File: src/tcc_pkg.sv
// Purpose: Shared constants and types for the tool change code transfer block
// Assumes: 32-bit AXI4-Lite register access, 8-bit tool and pocket numbers
// Notes: Tool table entry holds pocket, pocket-valid, special and fixed-pocket bits
package tcc_pkg;

    localparam int TOOL_W = 8;
    localparam int WORD_W = 16;
    localparam int ENTRY_W = 11;
    localparam int DEPTH = 256;
    localparam int ADDR_W = 8;

    // Tool table entry layout
    localparam int E_POCKET_LSB = 0;
    localparam int E_HAS_POCKET = 8;
    localparam int E_SPECIAL = 9;
    localparam int E_FIXED = 10;

    localparam logic [TOOL_W-1:0] POCKET_NONE = 8'hff;
    localparam logic [TOOL_W-1:0] TOOL_CLEAR = 8'h00;

    // Register byte offsets
    localparam logic [ADDR_W-1:0] ADDR_CTRL = 8'h00;
    localparam logic [ADDR_W-1:0] ADDR_TOOL = 8'h04;
    localparam logic [ADDR_W-1:0] ADDR_STATUS = 8'h08;
    localparam logic [ADDR_W-1:0] ADDR_TADDR = 8'h0c;
    localparam logic [ADDR_W-1:0] ADDR_TDATA = 8'h10;
    localparam logic [ADDR_W-1:0] ADDR_SPINDLE = 8'h14;

    // CTRL bits, write one to start
    localparam int CTRL_CALL = 0;
    localparam int CTRL_DEF = 1;

    // STATUS bits
    localparam int ST_BUSY = 0;
    localparam int ST_CALL_STB = 1;
    localparam int ST_DEF_STB = 2;
    localparam int ST_FOLLOWS = 3;
    localparam int ST_SPECIAL = 4;
    localparam int ST_CLS_LSB = 8;
    localparam int ST_ARM = 12;
    localparam int ST_HOME = 13;

    localparam logic [1:0] RESP_OKAY = 2'b00;
    localparam logic [1:0] RESP_SLVERR = 2'b10;

    typedef enum logic [1:0] {
        CLS_NORMAL,
        CLS_MANUAL,
        CLS_SPECIAL
    } tcc_class_t;

    typedef enum logic [2:0] {
        S_IDLE,
        S_LOOK,
        S_PLAN,
        S_XFER,
        S_REL
    } tcc_state_t;

    // Spindle starts empty, treated as a manual tool with number 0
    localparam tcc_class_t OLD_CLS_RST = CLS_MANUAL;
    localparam logic [TOOL_W-1:0] OLD_TOOL_RST = 8'h00;

    function automatic tcc_class_t tcc_classify(input logic [ENTRY_W-1:0] e);
        tcc_class_t c;
        c = CLS_MANUAL;
        if (e[E_SPECIAL]) begin
            c = CLS_SPECIAL;
        end else if (e[E_HAS_POCKET]) begin
            c = CLS_NORMAL;
        end
        return c;
    endfunction

endpackage

File: src/tcc_tool_mem.sv
// Purpose: Tool table storage, one entry per tool number
// Assumes: One write port from software, one read port for the sequencer
// Notes: Read data is registered, valid one cycle after the address
`timescale 1ns/1ps
module tcc_tool_mem
    import tcc_pkg::*;
(
    input wire logic aclk,
    input wire logic we,
    input wire logic [TOOL_W-1:0] waddr,
    input wire logic [ENTRY_W-1:0] wdata,
    input wire logic [TOOL_W-1:0] raddr,
    output logic [ENTRY_W-1:0] rdata
);

    logic [ENTRY_W-1:0] mem [DEPTH];

    always_ff @(posedge aclk) begin
        if (we) begin
            mem[waddr] <= wdata;
        end
    end

    always_ff @(posedge aclk) begin
        rdata <= mem[raddr];
    end

endmodule

File: src/tcc_top.sv
// Purpose: Hands pocket and tool numbers to the magazine controller on tool change
// Assumes: Controller answers each strobe with a level feedback, drops it after
// Notes: Registers over AXI4-Lite; tool table held in tcc_tool_mem
// Functional notes
// - Tool is normal, manual or special
// - Normal after normal: one transfer, called tool
// - Flag second transfer with first strobe
// - Second transfer waits for first feedback
// - Tool number 0 means clear spindle
// - Pocket 255 means no magazine pocket
// - Arm order 0: old first, then new
// - Arm order 1: new first, then old
// - After manual: 255/0 first, then new
// - Manual after tool: old/0, then 255/new
// - Manual after manual: one transfer, pocket 255
// - Return home from flag or fixed field
// - Special after special, no return: one sequence
// - Special after normal: arm order only
// - Special tool called indicator, self-managed
// - Preselect uses its own strobe and feedback
//
// Our own choices: the placing of the registers and the AXI4-Lite interface to the registers.
`timescale 1ns/1ps
module tcc_top
    import tcc_pkg::*;
(
    input wire logic aclk,
    input wire logic aresetn,
    input wire logic [ADDR_W-1:0] s_axi_awaddr,
    input wire logic s_axi_awvalid,
    output logic s_axi_awready,
    input wire logic [31:0] s_axi_wdata,
    input wire logic [3:0] s_axi_wstrb,
    input wire logic s_axi_wvalid,
    output logic s_axi_wready,
    output logic [1:0] s_axi_bresp,
    output logic s_axi_bvalid,
    input wire logic s_axi_bready,
    input wire logic [ADDR_W-1:0] s_axi_araddr,
    input wire logic s_axi_arvalid,
    output logic s_axi_arready,
    output logic [31:0] s_axi_rdata,
    output logic [1:0] s_axi_rresp,
    output logic s_axi_rvalid,
    input wire logic s_axi_rready,
    output logic [WORD_W-1:0] pocket_word,
    output logic [WORD_W-1:0] tool_word,
    output logic tool_call_strobe,
    output logic tool_preselect_command_strobe,
    output logic second_code_follows,
    output logic special_tool_called,
    input wire logic tool_call_feedback,
    input wire logic tool_preselect_command_feedback,
    input wire logic arm_order_select,
    input wire logic special_return_home
);

    tcc_state_t state_r;
    logic [ADDR_W-1:0] awaddr_r;
    logic aw_full_r;
    logic [31:0] wdata_r;
    logic [3:0] wstrb_r;
    logic w_full_r;
    logic wr_go;
    logic busy;
    logic [TOOL_W-1:0] tool_reg_r;
    logic [TOOL_W-1:0] taddr_r;
    logic tbl_we;
    logic call_go;
    logic def_go;
    logic is_def_r;
    logic [TOOL_W-1:0] call_tool_r;
    logic [ENTRY_W-1:0] entry;
    logic arm_r;
    logic home_r;
    tcc_class_t old_cls_r;
    logic [TOOL_W-1:0] old_tool_r;
    logic [TOOL_W-1:0] old_pocket_r;
    logic old_fixed_r;
    tcc_class_t new_cls_r;
    logic [TOOL_W-1:0] new_pocket_r;
    logic new_fixed_r;
    logic pending_r;
    logic [TOOL_W-1:0] sec_pocket_r;
    logic [TOOL_W-1:0] sec_tool_r;
    logic feedback;
    tcc_class_t plan_cls;
    logic [TOOL_W-1:0] plan_pocket;
    logic plan_two;
    logic plan_new_first;
    logic [TOOL_W-1:0] p1_pocket;
    logic [TOOL_W-1:0] p1_tool;
    logic [TOOL_W-1:0] p2_pocket;
    logic [TOOL_W-1:0] p2_tool;

    assign busy = (state_r != S_IDLE);
    assign wr_go = aw_full_r && w_full_r && !s_axi_bvalid;
    assign tbl_we = wr_go && (awaddr_r == ADDR_TDATA) && !busy;
    assign call_go = wr_go && (awaddr_r == ADDR_CTRL) && wstrb_r[0] && wdata_r[CTRL_CALL]
        && !busy;
    assign def_go = wr_go && (awaddr_r == ADDR_CTRL) && wstrb_r[0] && wdata_r[CTRL_DEF]
        && !busy && !wdata_r[CTRL_CALL];
    assign feedback = is_def_r ? tool_preselect_command_feedback : tool_call_feedback;

    tcc_tool_mem u_mem (
        .aclk(aclk),
        .we(tbl_we),
        .waddr(taddr_r),
        .wdata(wdata_r[ENTRY_W-1:0]),
        .raddr(call_tool_r),
        .rdata(entry)
    );

    // Write address and data channels, taken in either order
    always_ff @(posedge aclk) begin
        if (!aresetn) begin
            aw_full_r <= 1'b0;
            w_full_r <= 1'b0;
            awaddr_r <= '0;
            wdata_r <= '0;
            wstrb_r <= '0;
        end else begin
            if (s_axi_awvalid && s_axi_awready) begin
                aw_full_r <= 1'b1;
                awaddr_r <= s_axi_awaddr;
            end else if (wr_go) begin
                aw_full_r <= 1'b0;
            end
            if (s_axi_wvalid && s_axi_wready) begin
                w_full_r <= 1'b1;
                wdata_r <= s_axi_wdata;
                wstrb_r <= s_axi_wstrb;
            end else if (wr_go) begin
                w_full_r <= 1'b0;
            end
        end
    end

    always_ff @(posedge aclk) begin
        if (!aresetn) begin
            s_axi_awready <= 1'b0;
            s_axi_wready <= 1'b0;
        end else begin
            s_axi_awready <= !aw_full_r && !(s_axi_awvalid && s_axi_awready);
            s_axi_wready <= !w_full_r && !(s_axi_wvalid && s_axi_wready);
        end
    end

    always_ff @(posedge aclk) begin
        if (!aresetn) begin
            s_axi_bvalid <= 1'b0;
            s_axi_bresp <= RESP_OKAY;
        end else if (wr_go) begin
            s_axi_bvalid <= 1'b1;
            case (awaddr_r)
                ADDR_CTRL, ADDR_TOOL, ADDR_TADDR, ADDR_TDATA: s_axi_bresp <= RESP_OKAY;
                ADDR_STATUS, ADDR_SPINDLE: s_axi_bresp <= RESP_OKAY;
                default: s_axi_bresp <= RESP_SLVERR;
            endcase
        end else if (s_axi_bready) begin
            s_axi_bvalid <= 1'b0;
        end
    end

    // Software registers; tool number and table locked while busy
    always_ff @(posedge aclk) begin
        if (!aresetn) begin
            tool_reg_r <= '0;
            taddr_r <= '0;
        end else if (wr_go && !busy && wstrb_r[0]) begin
            if (awaddr_r == ADDR_TOOL) begin
                tool_reg_r <= wdata_r[TOOL_W-1:0];
            end
            if (awaddr_r == ADDR_TADDR) begin
                taddr_r <= wdata_r[TOOL_W-1:0];
            end
        end
    end

    // Read channel, answer one cycle after the address
    always_ff @(posedge aclk) begin
        if (!aresetn) begin
            s_axi_arready <= 1'b0;
            s_axi_rvalid <= 1'b0;
            s_axi_rdata <= '0;
            s_axi_rresp <= RESP_OKAY;
        end else begin
            s_axi_arready <= !s_axi_rvalid && !(s_axi_arvalid && s_axi_arready);
            if (s_axi_arvalid && s_axi_arready) begin
                s_axi_rvalid <= 1'b1;
                s_axi_rresp <= RESP_OKAY;
                s_axi_rdata <= '0;
                case (s_axi_araddr)
                    ADDR_CTRL: s_axi_rdata <= '0;
                    ADDR_TOOL: s_axi_rdata[TOOL_W-1:0] <= tool_reg_r;
                    ADDR_TADDR: s_axi_rdata[TOOL_W-1:0] <= taddr_r;
                    ADDR_TDATA: s_axi_rdata <= '0;
                    ADDR_STATUS: begin
                        s_axi_rdata[ST_BUSY] <= busy;
                        s_axi_rdata[ST_CALL_STB] <= tool_call_strobe;
                        s_axi_rdata[ST_DEF_STB] <= tool_preselect_command_strobe;
                        s_axi_rdata[ST_FOLLOWS] <= second_code_follows;
                        s_axi_rdata[ST_SPECIAL] <= special_tool_called;
                        s_axi_rdata[ST_CLS_LSB +: 2] <= old_cls_r;
                        s_axi_rdata[ST_ARM] <= arm_order_select;
                        s_axi_rdata[ST_HOME] <= special_return_home;
                    end
                    ADDR_SPINDLE: begin
                        s_axi_rdata[TOOL_W-1:0] <= old_tool_r;
                        s_axi_rdata[2*TOOL_W-1:TOOL_W] <= old_pocket_r;
                    end
                    default: s_axi_rresp <= RESP_SLVERR;
                endcase
            end else if (s_axi_rready) begin
                s_axi_rvalid <= 1'b0;
            end
        end
    end

    assign plan_cls = tcc_classify(entry);
    assign plan_pocket = (plan_cls == CLS_MANUAL) ? POCKET_NONE
        : entry[E_POCKET_LSB +: TOOL_W];

    always_comb begin
        plan_two = 1'b1;
        plan_new_first = 1'b0;
        p1_pocket = (old_cls_r == CLS_MANUAL) ? POCKET_NONE : old_pocket_r;
        p1_tool = TOOL_CLEAR;
        p2_pocket = plan_pocket;
        p2_tool = call_tool_r;
        if (old_cls_r == CLS_NORMAL && plan_cls == CLS_NORMAL) begin
            plan_two = 1'b0;
        end else if (old_cls_r == CLS_MANUAL && plan_cls == CLS_MANUAL) begin
            plan_two = 1'b0;
        end else if (old_cls_r == CLS_SPECIAL && plan_cls == CLS_SPECIAL
                     && !(home_r || old_fixed_r)) begin
            plan_two = 1'b0;
        end else if (old_cls_r == CLS_MANUAL || plan_cls == CLS_MANUAL) begin
            plan_new_first = 1'b0;
        end else begin
            plan_new_first = arm_r;
        end
        // Single transfers carry the called tool
        if (plan_new_first || !plan_two) begin
            p1_pocket = plan_pocket;
            p1_tool = call_tool_r;
            p2_pocket = (old_cls_r == CLS_MANUAL) ? POCKET_NONE : old_pocket_r;
            p2_tool = TOOL_CLEAR;
        end
    end

    always_ff @(posedge aclk) begin
        if (!aresetn) begin
            state_r <= S_IDLE;
            is_def_r <= 1'b0;
            call_tool_r <= '0;
            arm_r <= 1'b0;
            home_r <= 1'b0;
        end else begin
            case (state_r)
                S_IDLE: begin
                    if (call_go || def_go) begin
                        state_r <= S_LOOK;
                        is_def_r <= def_go;
                        call_tool_r <= tool_reg_r;
                        arm_r <= arm_order_select;
                        home_r <= special_return_home;
                    end
                end
                S_LOOK: state_r <= S_PLAN;
                S_PLAN: state_r <= S_XFER;
                S_XFER: begin
                    if (feedback) begin
                        state_r <= S_REL;
                    end
                end
                S_REL: begin
                    if (!feedback) begin
                        state_r <= pending_r ? S_XFER : S_IDLE;
                    end
                end
                default: state_r <= S_IDLE;
            endcase
        end
    end

    // Presented words and strobes
    always_ff @(posedge aclk) begin
        if (!aresetn) begin
            pocket_word <= '0;
            tool_word <= '0;
            tool_call_strobe <= 1'b0;
            tool_preselect_command_strobe <= 1'b0;
            second_code_follows <= 1'b0;
            pending_r <= 1'b0;
            sec_pocket_r <= '0;
            sec_tool_r <= '0;
        end else begin
            case (state_r)
                S_PLAN: begin
                    pocket_word <= {{(WORD_W-TOOL_W){1'b0}}, is_def_r ? plan_pocket : p1_pocket};
                    tool_word <= {{(WORD_W-TOOL_W){1'b0}}, is_def_r ? call_tool_r : p1_tool};
                    tool_preselect_command_strobe <= is_def_r;
                    tool_call_strobe <= !is_def_r;
                    second_code_follows <= !is_def_r && plan_two;
                    pending_r <= !is_def_r && plan_two;
                    sec_pocket_r <= p2_pocket;
                    sec_tool_r <= p2_tool;
                end
                S_XFER: begin
                    if (feedback) begin
                        tool_call_strobe <= 1'b0;
                        tool_preselect_command_strobe <= 1'b0;
                    end
                end
                S_REL: begin
                    if (!feedback && pending_r) begin
                        pocket_word <= {{(WORD_W-TOOL_W){1'b0}}, sec_pocket_r};
                        tool_word <= {{(WORD_W-TOOL_W){1'b0}}, sec_tool_r};
                        tool_call_strobe <= 1'b1;
                        pending_r <= 1'b0;
                    end else if (!feedback) begin
                        second_code_follows <= 1'b0;
                    end
                end
                default: begin
                    tool_call_strobe <= 1'b0;
                    tool_preselect_command_strobe <= 1'b0;
                end
            endcase
        end
    end

    // Spindle contents, updated once a tool change completes
    always_ff @(posedge aclk) begin
        if (!aresetn) begin
            old_cls_r <= OLD_CLS_RST;
            old_tool_r <= OLD_TOOL_RST;
            old_pocket_r <= POCKET_NONE;
            old_fixed_r <= 1'b0;
            new_cls_r <= OLD_CLS_RST;
            new_pocket_r <= POCKET_NONE;
            new_fixed_r <= 1'b0;
        end else begin
            if (state_r == S_PLAN && !is_def_r) begin
                new_cls_r <= plan_cls;
                new_pocket_r <= plan_pocket;
                new_fixed_r <= entry[E_FIXED];
            end
            if (state_r == S_REL && !feedback && !pending_r && !is_def_r) begin
                old_cls_r <= new_cls_r;
                old_tool_r <= call_tool_r;
                old_pocket_r <= new_pocket_r;
                old_fixed_r <= new_fixed_r;
            end
        end
    end

    always_ff @(posedge aclk) begin
        if (!aresetn) begin
            special_tool_called <= 1'b0;
        end else if (state_r == S_PLAN && !is_def_r) begin
            special_tool_called <= (plan_cls == CLS_SPECIAL);
        end
    end

endmodule

File: config.mk
export PLATFORM = sky130hd
export DESIGN_NAME = tcc_top
export DESIGN_NICKNAME = d
export VERILOG_FILES = /design/src/tcc_pkg.sv /design/src/tcc_tool_mem.sv /design/src/tcc_top.sv
export SDC_FILE = /design/constraint.sdc
export NUM_CORES = 2
export LEC_CHECK = 0
export BUFFER_PORTS_ARGS = -buffer_cell sky130_fd_sc_hd__buf_2
export CAP_MARGIN = 10
export CORE_ASPECT_RATIO = 0.7
export CORE_MARGIN = 3
export CORE_UTILIZATION = 40
export DETAILED_ROUTE_END_ITERATION = 8
export PLACE_DENSITY = 0.63
export REMOVE_ABC_BUFFERS = 1
export SKIP_LAST_GASP = 1
export SLEW_MARGIN = 30
export SYNTH_ARGS = -nofsm -noshare
export SYNTH_HDL_FRONTEND = slang
export SYNTH_SLANG_ARGS = --single-unit
export TNS_END_PERCENT = 50
File: constraint.sdc
create_clock -name aclk -period 4.16 [get_ports aclk]
set_clock_uncertainty 0.05 [all_clocks]
set_input_delay 0.832 -clock aclk [delete_from_list [all_inputs] [get_ports aclk]]
set_output_delay 0.832 -clock aclk [all_outputs]
set_load 0.02 [all_outputs]
* Word level (Yosys, flattened, before mapping)
Memories as Yosys holds them, arrays and structs flattened. A register that Yosys moved wholly into a read port is not among the register bits.
Index checks and enable logic that the tools add are counted.
** Operators by class
- Equality and inequality tests :: 23
- Mux-type cells :: 53
- Bitwise logic cells :: 1
- Reduce and logical (&&, ||, !) cells :: 68
** Operator list (count)
- 8-bit two-way mux :: 8
- 16-bit one-hot mux with 2 select lines :: 2
- 8-bit by 4-bit equality test with 1-bit output, second input constant :: 4
- 8-bit by 5-bit equality test with 1-bit output, second input constant :: 4
- 16-bit two-way mux :: 2
- 1-bit logical AND :: 29
- 1-bit two-way mux :: 23
- 5-bit one-hot mux with 4 select lines :: 1
- 8-bit by 3-bit equality test with 1-bit output, second input constant :: 2
- 8-bit zero test :: 2
- 3-bit one-hot mux with 5 select lines :: 1
- 1-bit zero test :: 14
- 2-bit two-way mux :: 6
- 2-bit AND reduction :: 6
- 6-bit OR reduction :: 2
- 2-bit != test, second input constant :: 5
- 2-bit nonzero test :: 5
- 3-bit two-way mux :: 3
- 3-bit one-hot mux with 3 select lines :: 1
- 2-bit one-hot mux with 2 select lines :: 2
- 3-bit by 2-bit equality test with 1-bit output, second input constant :: 2
- 1-bit one-hot mux with 3 select lines :: 2
- 3-bit AND reduction :: 2
- 2-bit by 1-bit equality test with 1-bit output, second input constant :: 2
- other kinds (9) :: 15
** Storage, ports and cells
- Register bits :: 160
- Memory bits (writable) :: 2816
- Input port bits :: 63
- Output and inout bits :: 77
- Logic and storage cells :: 182
- Memories kept :: 1
** Memories
- u_mem.mem :: words 256, bits a word 11, read ports 1, clocked after Yosys merged registers in 1, wr ports 1, line tcc_tool_mem.sv:16 : logic [ENTRY_W-1:0] mem [DEPTH];

* Logic depth before layout (Yosys ltp)
- Depth in word-level cells :: 13
- Gate-level depth with buffers :: 12
- Gate-level depth less buffers :: 7

* Modules after synthesis
From an unflattened synthesis, not the netlist that was laid out.
** Unflattened totals
- Cell total of the unflattened synthesis :: 5725
- Area, all modules :: 114810.1 um^2
** Modules (own cells, without submodules)
- tcc_tool_mem :: instances 1, cells an instance 4999, area each 108713.0 um^2, seq. area each 84781.3 um^2
- tcc_top :: instances 1, cells an instance 726, area each 6097.1 um^2, seq. area each 2842.7 um^2

* Worst setup path after synthesis
No wires, ideal clock.
- Path kind :: register to register
- Start point :: register wdata_r[0]
- End point :: register call_tool_r[5]
- Setup time :: 0.116 ns
- Arrival time :: 4.338 ns
- Required time :: 3.994 ns
- Path slack :: -0.344 ns
- Cell stages (with the launch flop) :: 5
- Buffers on the path :: 1
- Period minus slack after synthesis :: 4.504 ns
- Path through :: dfxtp_1 -> o211ai_2 -> buf_6 -> mux2i_1 -> nor2b_1
** Between the ends
- Cells in the longest elaborated chain, start to end :: 4
- Elaborated cells between the ends (all ways) :: 6
- Those cells by class :: reduce/logical: 6
** RTL lines
- start, declared :: line tcc_top.sv:61 : logic [31:0] wdata_r;
- start signal, assigned :: line tcc_top.sv:131 : wdata_r <= s_axi_wdata;
- 1-bit logical AND / 1-bit zero test (equally long branches) :: line tcc_top.sv:99, tcc_top.sv:102
- 1-bit logical AND, on equally long branches :: line tcc_top.sv:100, tcc_top.sv:102
- 1-bit logical OR (*) :: line tcc_top.sv:262 : if (call_go || def_go) begin
- 2-bit AND reduction (no source line) (*)
- end signal, assigned :: line tcc_top.sv:265 : call_tool_r <= tool_reg_r;
- end, declared :: line tcc_top.sv:72 : logic [TOOL_W-1:0] call_tool_r;
Every way passes the cells marked *; elsewhere a longest branch is shown, timed or not.
A chain may end at the register's enable or synchronous reset.

==> results.json <==
{
  "fin_crit_ns": 4.09,
  "crit_top_cell": "buf_12",
  "maxCapViolations": 0,
  "cts_setup_buffers": 0,
  "ys_seq_elements": 2969,
  "drc": 0,
  "final_area_um2": 132000,
  "num_io_pins": 140,
  "yosysSeqAreaShare": 0.762,
  "drt_wl_total_um": 312000,
  "cts_buffer_depth": 4,
  "multi_input_area_um2": 25200,
  "whs_endpoint": "wdata_r[1]",
  "grt_pass1_wl_um": 440000,
  "synth_cell_types": 73,
  "hp-class": "primary input to flip-flop",
  "area_delta_synth_final_pct": 14.7,
  "dpl_cell_area_um2": 123000,
  "worstSetupPathType": "flip-flop to flip-flop",
  "rr_worst_depth": 8,
  "drt_first_pass_iters": 7,
  "cp-start-kind": "flip-flop",
  "netlist.area_leader.share": 0.736,
  "dieArea_um2": 294000,
  "p_leak_nw": 42.0,
  "drive_gt1_frac": 0.260,
  "antenna_found_initial": 23,
  "holdWs_ns": 0.193,
  "crit_slowest_cell": "a211oi_1",
  "synth_area_leader_cell": "edfxtp_1",
  "cts_resized": 0,
  "drv_slew": 0,
  "synth_simple_gate_area_share": 0.0315,
  "worstPathCellList": "buf_12 > buf_12 > mux4_2 > a22o_1 > a221oi_1 > o22ai_1 > a211oi_1 > nor4_1",
  "dp_worst_setup_slack_ns": 0.333,
  "max-vdd-ir-drop_v": 0.000386,
  "totalPowerFinal_mw": 58.0,
  "r2r-end": "u_mem.rdata[6]",
  "status": "complete, no violations",
  "yosys.cell_count.top_type": "edfxtp_1",
  "synth-compound-area-share": 0.0470,
  "cts.sinks": 2969,
  "cts_hold_buf": 0,
  "grt_max_degree": 194,
  "max_slew.worst_pin.slew_ns": 1.08,
  "powerDensity_nw_per_um2": 440,
  "hold_violations": 0,
  "cts_made_buffers": 275,
  "core_area_um2": 286000,
  "synthTopCellsByCount": "edfxtp_1 (2,816), mux4_2 (568), nor2_1 (316), nand2_1 (270), mux2i_1 (263)",
  "start_util": 0.402,
  "htree_levels": 5,
  "crit_required_ns": 4.81,
  "grt_overflow": 0,
  "slew_headroom": 0.279,
  "yosys.area_share.adder": 0,
  "final_util": 0.462,
  "nets": 6450,
  "postSynth.asyncResetShare": 0,
  "fin_crit_sh": 0.984,
  "cp_num_buf_inv": 2,
  "via_per_inst": 5.84,
  "groute.usage.overall": 0.209,
  "cts_tree": "built",
  "min_from": "s_axi_wdata[1]",
  "num_rows": 164,
  "final_cells": 10414,
  "post_drt_wl_per_cell_um": 29.9,
  "syn_area_um2": 115000,
  "fin_ws_ns": 0.0672,
  "min_path_cells": 3,
  "dieWidth_um": 647,
  "rrSetupSlack_ns": 0.07,
  "synthTopCellsByArea": "edfxtp_1 (74%), mux4_2 (11%), dfxtp_1 (2.7%)",
  "fmax_mhz": 244,
  "antenna_left": 0,
  "dpl.hpwl_um": 198000,
  "regArea_um2": 87700,
  "crit_family": "compound AO/OA/AOI/OAI gates",
  "crit_arrival_ns": 4.74,
  "drtIter0Drc": 8943,
  "critPathCaptureType": "flip-flop",
  "avgSynthCellArea_um2": 19.8,
  "dpl.cell_count": 9926,
  "r2r-start": "call_tool_r[0]",
  "synth-warning-count": 0,
  "globalplace.congestion": 0.886,
  "setup_viol": 0,
  "die_y_um": 455,
  "synth_top_family_by_area": "multiplexers",
  "clkTransAtPathRegs_ns": 0.07,
  "synthMuxAreaShare": 0.138,
  "grt_setup_unrepaired": "no",
  "grt_pass1_vias": 58453,
  "io_buffers": 81,
  "yosys_most_used_dff": "edfxtp_1",
  "finalSetupTns_ns": 0,
  "insertion_delay_ns": 0.85,
  "slowest_delay_ns": 0.85,
  "synthCells": 5799,
  "fillerInstances": 23758,
  "synth_edf_count": 2816,
  "cp_max_fo": 17,
  "cts-root-buf": "clkbuf_16",
  "vias": 60869,
  "synth_xor_area_frac": 0.0000762
}
area by class of cell:
type | instances | area share
flip-flops and latches | 2969 | 0.665
multi-input cells | 2458 | 0.191
clock buffers | 345 | 0.0564
repair buffers | 675 | 0.0420
well taps | 3818 | 0.0362
clock inverters | 134 | 0.00895
inverters | 8 | 0.000228
diodes | 7 | 0.000133
report_power, final:
part | internal (mW) | switching [mW] | leakage [nW] | total (mW)
clock | 13.9 | 10.8 | 4.20 | 24.7
sequential | 32.6 | 0.108 | 27.9 | 32.7
combinational | 0.0916 | 0.466 | 9.86 | 0.558
worst min-delay path, cell delays in order:
cell and delay (ns):
buf_2 0.10, nand2_1 0.04, a21boi_0 0.06
how the worst max path moves through the flow:
stage	start	to	slack [ns]	cells after the start
finish	call_tool_r[0]	u_mem.rdata[6]	0.07	8
global route	call_tool_r[0]	u_mem.rdata[6]	0.15	8
CTS	call_tool_r[0]	u_mem.rdata[6]	0.33	8
detailed placement	call_tool_r[0]	u_mem.rdata[6]	0.33	8
global placement	call_tool_r[0]	u_mem.rdata[4]	0.34	10
floorplan	call_tool_r[0]	u_mem.rdata[9]	-31.63	7
routing by layer:
| metal | track usage | vias to the layer above | routed length (µm) |
|---|---|---|---|
| met2 | 0.298 | 3492 | 135000 |
| met3 | 0.0659 | 370 | 40500 |
| li1 | - | 25038 | - |
| met4 | 0.0439 | 2 | 6190 |
| met1 | 0.314 | 31967 | 130000 |
| met5 | 0 | - | 15 |
layout by cell type (no fill, tap or decap), types with 13 or more instances in the layout:
master	netlist	layout
nor3_1	38	38
buf_12	5	52
mux2_2	33	33
o22ai_1	46	46
conb_1	1	34
a31oi_1	27	27
nor2_1	316	313
o32ai_1	17	14
dfxtp_1	153	136
a21boi_0	59	59
nor4_1	16	16
buf_2	80	80
nand3_1	68	62
a22o_1	52	52
o21ai_0	60	60
clkinv_1	1	56
nand2_1	270	263
nor2b_1	41	36
edfxtp_1	2816	2816
o311ai_0	18	18
inv_6	0	13
dfxtp_4	0	15
a22oi_1	125	125
a21oi_1	93	92
clkbuf_16	0	287
bufinv_16	0	19
a221oi_1	68	68
buf_4	81	542
mux4_2	568	568
clkinv_2	0	33
mux2i_1	263	263
clkbuf_1	163	54
o221ai_1	62	62
a211oi_1	41	41
sequential cells by signal, indices dropped and copies added (netlist names), 2 cells and up:
name,cells
pocket_word,8
sec_tool_r,8
taddr_r,8
sec_pocket_r,8
s_axi_rdata,16
tool_reg_r,8
old_tool_r,8
tool_word,8
wdata_r,11
new_cls_r,2
u_mem.rdata,11
old_pocket_r,8
awaddr_r,8
call_tool_r,8
old_cls_r,2
state_r,3
u_mem.mem,2816
new_pocket_r,8
cells by family after synthesis:
| kind of cell | count (synthesis) |
|---|---|
| AO/OA/AOI/OAI | 736 |
| XOR/XNOR | 1 |
| buffers and inverters | 405 |
| flip-flops | 2969 |
| multiplexers | 868 |
| other | 1 |
| AND/OR/NAND/NOR | 819 |
Power figures use the tool's default switching activity.
